`src/verilog/icss_pkg.sv`:
```
// package for the i2c slave with clock stretch and 10-bit addressing
// assumes a single system clock; bus pins are open drain via enables
package icss_pkg;
    localparam int  SYNC_STAGES    = 2;
    localparam int  BITS_PER_BYTE  = 8;
    localparam logic [4:0] TENBIT_HIGH_MARK = 5'h1E;
    localparam logic [7:0] ADDR_RESET   = 8'h00;
    localparam logic [7:0] BUF_RESET    = 8'h00;

    typedef enum {
        ST_IDLE,
        ST_ADDR,
        ST_ADDR_LOW,
        ST_RX_DATA,
        ST_TX_DATA,
        ST_ACK_OUT,
        ST_ACK_IN,
        ST_IGNORE
    } icss_state_e;

    // sampled bus view
    typedef struct packed {
        logic scl;
        logic sda;
        logic scl_rise;
        logic scl_fall;
        logic start;
        logic stop;
    } icss_bus_s;

    // software control strobes and levels
    typedef struct packed {
        logic       addr_hold_en;
        logic       data_hold_en;
        logic       stretch_en;
        logic       ten_bit_en;
        logic       ack_value_sel;
        logic       release_set;
        logic       release_clr;
        logic       irq_clr;
        logic       buf_write;
        logic       buf_read;
        logic       addr_write;
        logic [7:0] addr_wdata;
        logic [7:0] buf_wdata;
    } icss_ctrl_s;

    // status seen by software
    typedef struct packed {
        logic       clock_release_bit;
        logic       port_irq_flag;
        logic       ack_time_flag;
        logic       ack_received_status;
        logic       buffer_full_flag;
        logic       update_addr_flag;
        logic       read_dir;
        logic       data_not_addr;
        logic [7:0] shift_buffer;
        logic [7:0] slave_addr_reg;
    } icss_stat_s;
endpackage

```
`src/verilog/icss_slave.sv`:
```
// i2c slave byte engine with address/data hold, 10-bit handshake, stretch
// assumes scl/sda are open drain; oe high pulls the line low
// Functional notes
// - address hold: after 8th fall of matching address, clear release, flag irq
// - held byte acknowledged with ack_value_sel once release bit is set
// - after acking a read address, hardware clears release bit
// - buffer write in transmit sets buffer full; shifted after release
// - master ack on 9th pulse copied into ack received status
// - master nack: release bus, no scl hold
// - 10-bit high then low byte sets update flag, ack, irq
// - update flag stretches scl without clearing release; address write frees
// - low byte mismatch: irq and update set, buffer full and release unchanged
// - 10-bit hold behaviour same as 7-bit plus update handshake
// - stretch enable clears release and holds scl after each ack that leads into receiving a data byte
// - buffer full never affects stretching; reads always clear release
// - data hold: clear release after 8th fall of received data byte
// - scl held only once sampled low after release bit clears or update flag sets
// - held scl stays low until release set and line otherwise free
// - setting release bit frees scl unless an update is pending outside the ack sequence
`timescale 1ns/1ps
module icss_slave
    import icss_pkg::*;
(
    input  wire logic clk,
    input  wire logic reset,
    input  wire logic scl_in,
    input  wire logic sda_in,
    output logic      scl_out,
    output logic      scl_oe,
    output logic      sda_out,
    output logic      sda_oe,
    input  icss_ctrl_s ctrl,
    output icss_stat_s stat
);
    icss_bus_s   bus;
    icss_state_e state, next_state;
    logic [7:0]  shreg, next_shreg;
    logic [3:0]  bitcnt, next_bitcnt;
    logic        release_bit, next_release_bit;
    logic        irq, next_irq;
    logic        ack_time, next_ack_time;
    logic        ack_rx, next_ack_rx;
    logic        bfull, next_bfull;
    logic        ua, next_ua;
    logic        rdir, next_rdir;
    logic        dna, next_dna;
    logic [7:0]  rxbuf, next_rxbuf;
    logic [7:0]  txbuf, next_txbuf;
    logic [7:0]  addr, next_addr;
    logic        held, next_held;
    logic        ack_bit, next_ack_bit;
    logic        sda_low, next_sda_low;
    logic        hold_ack, next_hold_ack;
    logic        was_high, next_was_high;
    logic        stretch_req;

    icss_pin_sync u_sync (
        .clk    (clk),
        .reset  (reset),
        .scl_in (scl_in),
        .sda_in (sda_in),
        .bus    (bus)
    );

    function automatic logic addr7_match(input logic [7:0] b,
                                         input logic [7:0] a);
        return b[7:1] == a[7:1];
    endfunction

    function automatic logic high10_match(input logic [7:0] b,
                                          input logic [7:0] a);
        return b[7:3] == TENBIT_HIGH_MARK && b[2:1] == a[2:1];
    endfunction

    // stretch while release cleared or update pending
    // update stretch waits until the acknowledge sequence is over
    assign stretch_req = ~release_bit | (ua & (state != ST_ACK_OUT));

    always_comb begin
        next_state       = state;
        next_shreg       = shreg;
        next_bitcnt      = bitcnt;
        next_release_bit = release_bit;
        next_irq         = irq;
        next_ack_time    = ack_time;
        next_ack_rx      = ack_rx;
        next_bfull       = bfull;
        next_ua          = ua;
        next_rdir        = rdir;
        next_dna         = dna;
        next_rxbuf       = rxbuf;
        next_txbuf       = txbuf;
        next_addr        = addr;
        next_held        = held;
        next_ack_bit     = ack_bit;
        next_sda_low     = sda_low;
        next_hold_ack    = hold_ack;
        next_was_high    = was_high;

        if (ctrl.irq_clr) next_irq = 1'b0;
        if (ctrl.buf_read) next_bfull = 1'b0;
        if (ctrl.release_clr) next_release_bit = 1'b0;
        if (ctrl.release_set) next_release_bit = 1'b1;
        if (ctrl.addr_write) begin
            next_addr = ctrl.addr_wdata;
            next_ua   = 1'b0;
        end
        if (ctrl.buf_write && state != ST_RX_DATA) begin
            next_txbuf = ctrl.buf_wdata;
            next_bfull = 1'b1;
        end

        // hold only after the line is seen low
        if (!stretch_req) next_held = 1'b0;
        else if (!bus.scl) next_held = 1'b1;

        // held acknowledge resolves once release is set
        if (hold_ack && release_bit) begin
            next_hold_ack = 1'b0;
            next_sda_low  = ~ctrl.ack_value_sel;
            next_ack_bit  = ~ctrl.ack_value_sel;
        end

        case (state)
            ST_IDLE: ;
            ST_ADDR, ST_ADDR_LOW, ST_RX_DATA: begin
                if (bus.scl_rise) begin
                    next_shreg  = {shreg[6:0], bus.sda};
                    next_bitcnt = bitcnt + 4'h1;
                end
                if (bus.scl_fall && bitcnt == 4'(BITS_PER_BYTE)) begin
                    next_bitcnt  = 4'h0;
                    next_sda_low = 1'b1;
                    next_ack_bit = 1'b1;
                    next_ack_time = 1'b1;
                    next_state   = ST_ACK_OUT;
                    if (state == ST_ADDR) begin
                        if (ctrl.ten_bit_en
                            && high10_match(shreg, addr)) begin
                            next_rdir  = shreg[0];
                            next_dna   = 1'b0;
                            next_rxbuf = shreg;
                            next_bfull = 1'b1;
                            next_ua    = ~shreg[0];
                            next_was_high = ~shreg[0];
                        end else if (!ctrl.ten_bit_en
                                     && addr7_match(shreg, addr)) begin
                            next_rdir  = shreg[0];
                            next_dna   = 1'b0;
                            next_rxbuf = shreg;
                            next_bfull = 1'b1;
                        end else begin
                            next_sda_low  = 1'b0;
                            next_ack_bit  = 1'b0;
                            next_ack_time = 1'b0;
                            next_state    = ST_IGNORE;
                        end
                        if (next_state == ST_ACK_OUT
                            && ctrl.addr_hold_en) begin
                            next_release_bit = 1'b0;
                            next_irq         = 1'b1;
                            next_sda_low     = 1'b0;
                            next_hold_ack    = 1'b1;
                        end
                    end else if (state == ST_ADDR_LOW) begin
                        next_ua  = 1'b1;
                        if (shreg == addr) begin
                            next_rxbuf = shreg;
                            next_bfull = 1'b1;
                            if (ctrl.addr_hold_en) begin
                                next_irq         = 1'b1;
                                next_release_bit = 1'b0;
                                next_sda_low     = 1'b0;
                                next_hold_ack    = 1'b1;
                            end
                        end else begin
                            next_irq      = 1'b1;
                            next_sda_low  = 1'b0;
                            next_ack_bit  = 1'b0;
                            next_state    = ST_IGNORE;
                        end
                    end else begin
                        next_rxbuf = shreg;
                        next_bfull = 1'b1;
                        next_dna   = 1'b1;
                        if (ctrl.data_hold_en) begin
                            next_release_bit = 1'b0;
                            next_irq         = 1'b1;
                            next_sda_low     = 1'b0;
                            next_hold_ack    = 1'b1;
                        end
                    end
                end
            end
            ST_ACK_OUT: begin
                if (bus.scl_fall && !hold_ack) begin
                    next_sda_low  = 1'b0;
                    next_ack_time = 1'b0;
                    if (!ack_bit) begin
                        next_state = ST_IGNORE;
                    end else begin
                        next_irq = 1'b1;
                        if (was_high && !rdir) begin
                            next_state    = ST_ADDR_LOW;
                            next_was_high = 1'b0;
                        end else if (rdir) begin
                            next_release_bit = 1'b0;
                            next_state       = ST_TX_DATA;
                            next_shreg       = txbuf;
                        end else begin
                            if (ctrl.stretch_en)
                                next_release_bit = 1'b0;
                            next_state = ST_RX_DATA;
                        end
                    end
                end
            end
            ST_TX_DATA: begin
                // load buffered byte while scl held
                if (held && bfull) begin
                    next_shreg = txbuf;
                    next_sda_low = ~txbuf[7];
                end
                if (bus.scl_fall && release_bit) begin
                    next_bitcnt = bitcnt + 4'h1;
                    next_bfull  = 1'b0;
                    if (bitcnt == 4'(BITS_PER_BYTE - 1)) begin
                        next_sda_low = 1'b0;
                        next_bitcnt  = 4'h0;
                        next_state   = ST_ACK_IN;
                    end else begin
                        next_shreg   = {shreg[6:0], 1'b0};
                        next_sda_low = ~shreg[6];
                    end
                end
            end
            ST_ACK_IN: begin
                if (bus.scl_rise)
                    next_ack_rx = bus.sda;
                if (bus.scl_fall) begin
                    next_irq = 1'b1;
                    if (ack_rx) begin
                        next_state = ST_IGNORE;
                    end else begin
                        next_release_bit = 1'b0;
                        next_shreg   = txbuf;
                        next_state   = ST_TX_DATA;
                    end
                end
            end
            ST_IGNORE: ;
            default: next_state = ST_IDLE;
        endcase

        if (bus.start) begin
            next_state    = ST_ADDR;
            next_was_high = 1'b0;
            next_bitcnt   = 4'h0;
            next_sda_low  = 1'b0;
            next_hold_ack = 1'b0;
        end else if (bus.stop) begin
            next_state    = ST_IDLE;
            next_sda_low  = 1'b0;
            next_hold_ack = 1'b0;
        end
    end

    always_ff @(posedge clk or posedge reset) begin
        if (reset) begin
            state       <= ST_IDLE;
            shreg       <= BUF_RESET;
            bitcnt      <= 4'h0;
            release_bit <= 1'b1;
            irq         <= 1'b0;
            ack_time    <= 1'b0;
            ack_rx      <= 1'b0;
            bfull       <= 1'b0;
            ua          <= 1'b0;
            rdir        <= 1'b0;
            dna         <= 1'b0;
            rxbuf       <= BUF_RESET;
            txbuf       <= BUF_RESET;
            addr        <= ADDR_RESET;
            held        <= 1'b0;
            ack_bit     <= 1'b0;
            sda_low     <= 1'b0;
            hold_ack    <= 1'b0;
            was_high    <= 1'b0;
        end else begin
            state       <= next_state;
            shreg       <= next_shreg;
            bitcnt      <= next_bitcnt;
            release_bit <= next_release_bit;
            irq         <= next_irq;
            ack_time    <= next_ack_time;
            ack_rx      <= next_ack_rx;
            bfull       <= next_bfull;
            ua          <= next_ua;
            rdir        <= next_rdir;
            dna         <= next_dna;
            rxbuf       <= next_rxbuf;
            txbuf       <= next_txbuf;
            addr        <= next_addr;
            held        <= next_held;
            ack_bit     <= next_ack_bit;
            sda_low     <= next_sda_low;
            hold_ack    <= next_hold_ack;
            was_high    <= next_was_high;
        end
    end

    // open drain drive: out fixed low, enable pulls
    assign scl_out = 1'b0;
    assign scl_oe  = held;
    assign sda_out = 1'b0;
    assign sda_oe  = sda_low;

    always_comb begin
        stat.clock_release_bit   = release_bit;
        stat.port_irq_flag       = irq;
        stat.ack_time_flag       = ack_time;
        stat.ack_received_status = ack_rx;
        stat.buffer_full_flag    = bfull;
        stat.update_addr_flag    = ua;
        stat.read_dir            = rdir;
        stat.data_not_addr       = dna;
        stat.shift_buffer        = rxbuf;
        stat.slave_addr_reg      = addr;
    end
endmodule

```
`src/verilog/icss_pin_sync.sv`:
```
// two-flop synchroniser and edge finder for scl and sda
// assumes pins are asynchronous to clk
`timescale 1ns/1ps
module icss_pin_sync
    import icss_pkg::*;
(
    input  wire logic      clk,
    input  wire logic      reset,
    input  wire logic      scl_in,
    input  wire logic      sda_in,
    output icss_bus_s      bus
);
    logic [1:0] scl_meta;
    logic [1:0] sda_meta;
    logic       scl_d;
    logic       sda_d;
    logic [1:0] next_scl_meta;
    logic [1:0] next_sda_meta;

    always_comb begin
        next_scl_meta = {scl_meta[0], scl_in};
        next_sda_meta = {sda_meta[0], sda_in};
    end

    always_ff @(posedge clk or posedge reset) begin
        if (reset) begin
            scl_meta <= 2'h3;
            sda_meta <= 2'h3;
            scl_d    <= 1'b1;
            sda_d    <= 1'b1;
        end else begin
            scl_meta <= next_scl_meta;
            sda_meta <= next_sda_meta;
            scl_d    <= scl_meta[1];
            sda_d    <= sda_meta[1];
        end
    end

    always_comb begin
        bus.scl      = scl_meta[1];
        bus.sda      = sda_meta[1];
        bus.scl_rise = scl_meta[1] & ~scl_d;
        bus.scl_fall = ~scl_meta[1] & scl_d;
        bus.start    = scl_meta[1] & scl_d & sda_d & ~sda_meta[1];
        bus.stop     = scl_meta[1] & scl_d & ~sda_d & sda_meta[1];
    end
endmodule

```
`config.mk`:
```
export PLATFORM = sky130hd
export DESIGN_NAME = icss_slave
export DESIGN_NICKNAME = d
export VERILOG_FILES = /design/src/verilog/icss_pkg.sv /design/src/verilog/icss_slave.sv /design/src/verilog/icss_pin_sync.sv
export SDC_FILE = /design/constraint.sdc
export NUM_CORES = 1
export LEC_CHECK = 0
export BUFFER_PORTS_ARGS = -buffer_cell sky130_fd_sc_hd__buf_2
export CAP_MARGIN = 20
export CORE_ASPECT_RATIO = 0.5
export CORE_UTILIZATION = 40
export CTS_CLUSTER_DIAMETER = 200
export CTS_CLUSTER_SIZE = 12
export DETAILED_ROUTE_END_ITERATION = 6
export PLACE_DENSITY = 0.68
export SETUP_SLACK_MARGIN = 0.2
export SYNTH_ARGS = -nofsm -noshare
export SYNTH_HDL_FRONTEND = slang
export SYNTH_SLANG_ARGS = --single-unit
```
`constraint.sdc`:
```
create_clock -name clk -period 4.2 [get_ports clk]
set_input_delay 0.63 -clock clk [delete_from_list [all_inputs] [get_ports clk]]
set_output_delay 0.63 -clock clk [all_outputs]
set_load 0.02 [all_outputs]
```
# Word level (Yosys, flattened, before mapping)
# Cells that the tools add are included.
[totals]
regBits = 87
inputBits = 31
out_inout_bits = 28
word_cells = 258
[op_classes]
addsub = 1
eq_ne = 44
muxes = 141
bitwise = 18
n_reduce_logical = 31
[op_table]
columns = ["op", "n"]
rows = [
  ["$mux W32", 11],
  ["$eq A32 B3 Y1 const B", 5],
  ["$pmux W32 S5", 1],
  ["$mux W8", 15],
  ["$eq A32 B2 Y1 const B", 3],
  ["$mux W1", 93],
  ["$eq A32 B1 Y1 const B", 1],
  ["$eq A32 B4 Y1 const B", 1],
  ["$logic_not A32 Y1", 1],
  ["$ne A32 B3 Y1 const B", 1],
  ["$ne A32 B4 Y1 const B", 1],
  ["$pmux W8 S4", 1],
  ["$ne A4 B4 Y1 const B", 6],
  ["$ne A3 B3 Y1 const B", 7],
  ["$mux W4", 5],
  ["$ne A2 B2 Y1 const B", 10],
  ["$reduce_and A4 Y1", 3],
  ["$logic_and A1 B1 Y1", 11],
  ["$mux W2", 5],
  ["$mux W3", 3],
  ["$not A1 Y1", 9],
  ["$pmux W1 S3", 3],
  ["$and A1 B1 Y1", 8],
  ["$eq A8 B8 Y1", 1],
  ["other kinds (22)", 30],
]

# Depth between registers and ports, before layout
# Gate-level depths: netlist of run 1.
[logic_depth]
word_depth = 15
ltp_mapped = 7
ltp_nobuf = 6

# Cells and area by module
# Synthesis of run 1 repeated with hierarchy kept, for this count alone.
[unflattened]
cells_unflattened = 335
hier_area_um2 = 3299.4
[modules_own_cells]
columns = ["mod", "instances", "cells_each", "area_each_um2", "seq_area_each_um2"]
rows = [
  ["icss_slave", 1, 322, 3090.5, 1302.5],
  ["icss_pin_sync", 1, 13, 209.0, 157.7],
]

# Worst setup path after synthesis of run 1
# OpenSTA, ideal clock, no wires.
[synth_path]
kind = "in2reg"
from = "input port ctrl[23] in the netlist's numbering"
to = "register rxbuf[0]"
setup_ns = 0.125
t_arrival_ns = 1.930
path_slack_ns = 2.145
stages = 5
path_cell_list = "and4_1 nand4_1 o211a_2 nor3_4 mux2_2"
[synth_between]
elab_chain_len = 4
[synth_rtl]
columns = ["element", "line", "source"]
rows = [
  ["start, declared", "icss_slave.sv:32", "input icss_ctrl_s ctrl,"],
  ["$logic_not A1 Y1", "icss_slave.sv:146", "end else if (!ctrl.ten_bit_en"],
  ["$logic_and A1 B1 Y1", "icss_slave.sv:147", "&& addr7_match(shreg, addr)) begin"],
  ["$ne A3 B1 Y1 (no line)", "-", ""],
  ["$reduce_and A4 Y1 (no line)", "-", ""],
  ["end signal, assigned", "icss_slave.sv:301", "rxbuf <= next_rxbuf;"],
  ["end, declared", "icss_slave.sv:47", "logic [7:0] rxbuf, next_rxbuf;"],
]
# Parallel ways exist; a longest one is shown, timed or not.
# A chain may end at the register's enable or synchronous reset.

# Worst setup path after layout of run 1
[layout_path]
from = "register state[1]"
to = "register shreg[7]"
[layout_between]
elab_chain_len = 4
[layout_rtl]
columns = ["element", "line", "source"]
rows = [
  ["start, declared", "icss_slave.sv:36", "icss_state_e state, next_state;"],
  ["start signal, assigned", "icss_slave.sv:290", "state <= next_state;"],
  ["$eq A32 B1 Y1 or $eq A32 B2 Y1 (tied branches)", "icss_slave.sv:124", "case (state)"],
  ["$reduce_or A3 Y1", "icss_slave.sv:124", ""],
  ["$reduce_bool A4 Y1 (no line) or $ne A2 B2 Y1 (tied branches)", "-", ""],
  ["$reduce_and A8 Y1 (no line)", "-", ""],
  ["end signal, assigned", "icss_slave.sv:291", "shreg <= next_shreg;"],
  ["end, declared", "icss_slave.sv:37", "logic [7:0] shreg, next_shreg;"],
]
# Parallel ways exist; a longest one is shown, timed or not.

==> run_results.csv, run 1 <==
group,metric,value,unit
clock_network,worst_setup_hold_path_clk_slew,50,ps
setup_path,startpoint_type,"flop",
pwr,max_vdd_drop,0.268,mV
timing,worst_slew_margin_rel,43.8,%
place,post-dp-hpwl,6000,um
route,post_drt_wl_per_cell,16.8,um
die,top_level_ports,59,
final_layout,mostFrequentLayoutCells,"sky130_fd_sc_hd__buf_2, sky130_fd_sc_hd__dfrtp_1, sky130_fd_sc_hd__nand2_1, sky130_fd_sc_hd__mux2_2, sky130_fd_sc_hd__o21ai_0",
die,core,8060,um2
setup_path,timing.critical_path.slowest_cell_delay,780,ps
clock_network,cell_chosen_for_the_clock_root,"sky130_fd_sc_hd__clkbuf_16",
final_layout,post-route-cell-area,3930,um2
yosys,dominantRegCellSynth,"sky130_fd_sc_hd__dfrtp_1",
yosys,synth_cell_type_count,66,
place,buffer_ports.inserted,56,
timing,grt_setup_unrepaired,"no",
yosys,post_synthesis_async_set_or_reset_flop_share,100,%
clock_network,numCtsBuffers,9,
timing,fin_ws,1490,ps
setup_path,crit_buf_inv,0,
grt,grt.total_usage,20.7,%
clock_network,cts_buffer_depth,2,
setup_path,crit_chain,"nor2b_1 -> a22o_1 -> o2bb2ai_1 -> nand2b_1 -> mux2_2",
grt,grt_pass1_wl,13700,um
outcome,status,"finished clean",
clock_network,clock_latency,330,ps
timing,layout_worst_path_cycle_share,64.5,%
route,vias_per_cell,5.64,
timing,fin_setup_tns,0,ps
clock_network,h-tree-depth,3,
clock_network,cts_resized,0,
final_layout,most_frequent_standard_cell_in_the_layout_excluding_fill_and_tap_cells,"sky130_fd_sc_hd__buf_2",
yosys,syn_area,3350,um2
clock_network,ctsHoldBuffers,0,
setup_path,worst-endpoint-required,4420,ps
setup_path,crit_cells,5,
worst_hold_path,min-delay-start,"u_sync.scl_meta[0]",
timing,hold_viol,0,
route,dr_total_vias,2835,
die,initial_core_util,41.6,%
place,dpl_worst_slack,1590,ps
worst_hold_path,hold-path-endpoint,"u_sync.scl_meta[1]",
yosys,ys.warnings.count,0,
setup_path,origin_of_the_critical_flop_to_flop_path,"state[1]",
place,dpl_cell_area,3640,um2
clock_network,clock_sinks,58,
setup_path,crit_path_end_kind,"flop",
timing,min_period,2710,ps
yosys,synth_seq_cells,58,
timing,final-setup-viol-count,0,
timing,finalClockSkew,7.13,ps
worst_hold_path,holdCritPathClass,"reg -> reg",
place,placer_s_final_routability_congestion_estimate,0.936,
yosys,cell_count_after_synthesis,341,
grt,grt_overflow_total,0,
timing,fmax,369,MHz
setup_path,worstSetupPathType,"reg -> reg",
route,drt-initial-drc-count,235,
pwr,powerDensity,572,nW/um2
route,drc_errors,0,
final_layout,fin_nets,419,
die,die_h,66.7,um
run,drv.max_cap_violation_count,0,
pwr,p_leak,0.00168,uW
setup_path,critPathArrivalTime,2930,ps
die,total_die_area,8780,um2
setup_path,rr_endpoint,"shreg[7]",
grt,antenna_found_initial,0,
yosys,synth-seq-area-share,43.5,%
setup_path,slack_of_the_worst_reg_to_reg_path,1490,ps
setup_path,crit_family,"simple AND/OR/NAND/NOR gates",
route,drt_first_pass_iters,5,
yosys,number_of_synthesized_flops_with_an_enable_pin,0,
final_layout,ant_diodes,0,
grt,maximum_number_of_pins_on_one_net_before_global_route_repair,36,
worst_hold_path,number_of_instances_on_the_worst_hold_path,0,
setup_path,cp_slowest_cell,"sky130_fd_sc_hd__dfrtp_1",
die,cell_rows,23,
route,ant_nets,0,
route,detailed_route_wl,8460,um
setup_path,reg2reg_depth,5,
final_layout,syn2layout_area_growth,17.2,%
clock_network,postCtsSetupBuffers,0,
yosys,syn_area_per_cell,9.83,um2
timing,worst_slew_pin_slew,843,ps
setup_path,cp-startpoint,"state[1]",
die,die_x,131,um
clock_network,cts_tree,"done",
grt,first_global_vias,2643,
final_layout,drive_gt1_share,29.4,%
setup_path,critical_path_peak_fanout,21,
timing,slew_violations,0,
==> state kept, by name, indices dropped and copies added, names as in the netlist, 2 cells and up <==
signal	count
state	3
u_sync.sda_meta	2
addr	8
bitcnt	4
txbuf	8
shreg	8
u_sync.scl_meta	2
rxbuf	8
==> cell families (layout without fill, tap and decap cells) <==
family | Yosys count | count (layout) | share of synthesized area, %
multiplexers | 29 | 29 | 9.66
AO/OA/AOI/OAI | 107 | 107 | 21.3
buffers and inverters | 38 | 87 | 6.01
flip-flops | 58 | 58 | 43.5
other | 1 | 2 | 0.112
AND/OR/NAND/NOR | 97 | 97 | 16.3
adder cells (fa/ha/maj) | 2 | 2 | 0.746
XOR/XNOR | 9 | 9 | 2.35
==> worst max-delay path by stage <==
stage	slack, ps	end
final	1490	shreg[7]
after global placement	1690	shreg[7]
after detailed placement	1590	shreg[7]
after floorplan	2150	ack_bit
after CTS	1590	shreg[7]
after global routing	1250	shreg[7]
==> per-layer routing <==
layer | global-route usage (%) | share of wire [%] | vias to the layer above
li1 | - | - | 1356
met2 | 30.8 | 45 | 94
met1 | 28.4 | 47 | 1375
met3 | 6.93 | 7.0 | 10
met4 | 6.40 | 1.1 | 0
met5 | 0 | 0 | -
==> stage by stage <==
stage / cells / hold slack, ps / util, % / power [uW]
after floorplan: 342 / 345 / - / 1350
after global placement: 487 / 350 / 45.2 / 1520
after detailed placement: 487 / 348 / 45.2 / 1520
after CTS: 503 / 359 / 48.8 / 2250
after global routing: 503 / 362 / 48.8 / 2380
final: 503 / 356 / 48.8 / 2250
==> power breakdown <==
group / switching (uW) / total, uW / internal (uW)
logic: 380 / 666 / 286
clock network: 247 / 720 / 473
registers: 181 / 861 / 679
==> Yosys cell counts, types with 3 or more instances <==
master | count | area, um2
sky130_fd_sc_hd__a21o_1 | 5 | 37.5
sky130_fd_sc_hd__o22ai_1 | 5 | 31.3
sky130_fd_sc_hd__nand3b_1 | 3 | 22.5
sky130_fd_sc_hd__nor3b_1 | 3 | 22.5
sky130_fd_sc_hd__buf_4 | 10 | 75.1
sky130_fd_sc_hd__o21ai_0 | 25 | 125
sky130_fd_sc_hd__nor3_1 | 5 | 25.0
sky130_fd_sc_hd__a22oi_1 | 6 | 45.0
sky130_fd_sc_hd__nand3_1 | 10 | 50.1
sky130_fd_sc_hd__o221ai_1 | 6 | 52.6
sky130_fd_sc_hd__o31ai_1 | 3 | 22.5
sky130_fd_sc_hd__nand4_1 | 5 | 31.3
sky130_fd_sc_hd__nor2_1 | 11 | 41.3
sky130_fd_sc_hd__nor2b_1 | 9 | 56.3
sky130_fd_sc_hd__a211o_1 | 5 | 43.8
sky130_fd_sc_hd__dfrtp_1 | 51 | 1280
sky130_fd_sc_hd__xnor2_1 | 8 | 70.1
sky130_fd_sc_hd__mux2_2 | 27 | 304
sky130_fd_sc_hd__dfstp_2 | 7 | 184
sky130_fd_sc_hd__inv_1 | 12 | 45.0
sky130_fd_sc_hd__buf_2 | 5 | 25.0
sky130_fd_sc_hd__nor4_1 | 3 | 18.8
sky130_fd_sc_hd__nand2_1 | 27 | 101
sky130_fd_sc_hd__a31oi_1 | 11 | 68.8
sky130_fd_sc_hd__clkbuf_1 | 7 | 26.3
sky130_fd_sc_hd__nand2b_1 | 5 | 31.3
sky130_fd_sc_hd__a21oi_1 | 18 | 90.1
==> final cells by class <==
class | count | area, um2
inverter | 13 | 48.8
multi-input combinational | 246 | 1700
timing repair buffer | 58 | 295
sequential | 58 | 1460
clock buffer | 13 | 250
fill | 776 | 4130
tap | 112 | 140
clock inverter | 3 | 40.0
(Power assumes the default switching activity.)
==> run 2: changes to the inputs <==
- clock period: 4.2 -> 2.5 ns (I/O delays scaled with it)
==> run_results.csv, run 2 (synthesis results as in run 1) <==
group,metric,value,unit
setup_path,slack_of_the_worst_reg_to_reg_path,350,ps
route,dr_total_vias,2970,
grt,maximum_number_of_pins_on_one_net_before_global_route_repair,59,
die,core,8060,um2
timing,min_period,2150,ps
route,ant_nets,0,
setup_path,rr_endpoint,"sda_oe",
run,drv.max_cap_violation_count,0,
route,post_drt_wl_per_cell,17.4,um
timing,worst_slew_margin_rel,50.5,%
clock_network,h-tree-depth,3,
setup_path,crit_path_end_kind,"flop",
timing,layout_worst_path_cycle_share,85.9,%
grt,first_global_vias,2812,
timing,grt_setup_unrepaired,"no",
route,detailed_route_wl,8990,um
route,vias_per_cell,5.76,
final_layout,most_frequent_standard_cell_in_the_layout_excluding_fill_and_tap_cells,"sky130_fd_sc_hd__buf_2",
place,buffer_ports.inserted,56,
setup_path,startpoint_type,"flop",
setup_path,worst-endpoint-required,2740,ps
final_layout,ant_diodes,0,
route,drt-initial-drc-count,287,
pwr,post-layout-total-power,3890,uW
die,top_level_ports,59,
die,die_x,131,um
final_layout,final_core_utilization,50.2,%
setup_path,critPathArrivalTime,2390,ps
pwr,p_leak,0.00174,uW
clock_network,ctsHoldBuffers,0,
pwr,powerDensity,962,nW/um2
timing,worst_slew_pin_slew,742,ps
final_layout,fillCellCount,753,
route,drt_first_pass_iters,5,
clock_network,cts_buffer_depth,2,
worst_hold_path,holdCritPathClass,"in -> reg",
clock_network,clock_latency,330,ps
final_layout,drive_gt1_share,32.7,%
final_layout,mostFrequentLayoutCells,"sky130_fd_sc_hd__buf_2, sky130_fd_sc_hd__dfrtp_1, sky130_fd_sc_hd__nand2_1, sky130_fd_sc_hd__mux2_2, sky130_fd_sc_hd__o21ai_0",
grt,antenna_found_initial,0,
setup_path,critPathCapture,"sda_oe",
timing,fin_setup_tns,0,ps
die,cell_rows,23,
clock_network,numCtsBuffers,9,
setup_path,worstSetupPathType,"reg -> reg",
die,initial_core_util,41.6,%
place,placer_s_final_routability_congestion_estimate,0.923,
grt,grt_overflow_total,0,
setup_path,reg2reg_depth,6,
setup_path,origin_of_the_critical_flop_to_flop_path,"shreg[6]",
pwr,max_vdd_drop,0.413,mV
setup_path,cp-startpoint,"shreg[6]",
final_layout,fin_nets,432,
timing,finalClockSkew,7.13,ps
grt,grt.total_usage,21.6,%
final_layout,syn2layout_area_growth,20.7,%
clock_network,worst_setup_hold_path_clk_slew,50,ps
timing,fmax,465,MHz
clock_network,cts_tree,"done",
clock_network,cell_chosen_for_the_clock_root,"sky130_fd_sc_hd__clkbuf_16",
route,drc_errors,0,
grt,grt_pass1_wl,14400,um
die,die_h,66.7,um
timing,final-setup-viol-count,0,
timing,slew_violations,0,
outcome,status,"finished clean",
die,total_die_area,8780,um2
timing,hold_viol,0,
place,post-dp-hpwl,6220,um
clock_network,clock_sinks,58,
setup_path,critical_path_peak_fanout,9,
## run 2: metal layers
layer  vias up  global-route usage, %  share of wire (%)
li1       1379                      -                  -
met1      1432                   28.9                 44
met2       143                   32.7                 45
met3        16                   6.85                9.0
met4         0                   8.28                1.6
met5         -                      0                  0
## run 2: power breakdown
part	switching [uW]	internal [uW]	total, uW
clock network	428	795	1220
logic	706	556	1260
registers	265	1140	1410
total	1400	2490	3890
## run 2: per-stage QoR
stage                     cells  area [um2]  setup slack, ps  hold slack, ps
final                       516        4050              351             152
after detailed placement    499        3730              247             348
after global placement      499        3730              288             347
after floorplan             342        3360              471             345
after CTS                   515        4020              227             142
after global routing        516        4050              214             140
## run 2: layout make-up
class	instances	area, um2	share of cell area (%)
Multi-Input combinational cell	246	1700	42.0
Sequential cell	58	1460	36.1
Timing Repair Buffer	71	405	10.0
Clock buffer	13	250	6.18
Tap cell	112	140	3.46
Inverter	13	48.8	1.21
Clock inverter	3	40.0	0.989
## run 2: how the worst min path moves through the flow
stage / from / cells past startpoint / to
final: scl_in / 1 / u_sync.scl_meta[0]
after global routing: sda_in / 1 / u_sync.sda_meta[0]
after CTS: scl_in / 1 / u_sync.scl_meta[0]
after detailed placement: u_sync.scl_meta[0] / 0 / u_sync.scl_meta[1]
after global placement: u_sync.sda_meta[0] / 0 / u_sync.sda_meta[1]
after floorplan: u_sync.scl_meta[0] / 0 / u_sync.scl_meta[1]
## run 2: worst max-delay path, cell delays in order, from the launching register on
cell and delay [ps]:
sky130_fd_sc_hd__dfrtp_1 530, sky130_fd_sc_hd__xnor2_1 160, sky130_fd_sc_hd__nand4_1 150, sky130_fd_sc_hd__buf_4 180
sky130_fd_sc_hd__or4_1 500, sky130_fd_sc_hd__a211o_1 310, sky130_fd_sc_hd__a31oi_1 220
## run 2: repair_timing
action,4_1_cts,5_1_grt
setup buffers,0,1
resized for setup,0,4
endpoints found under the setup margin,0,17
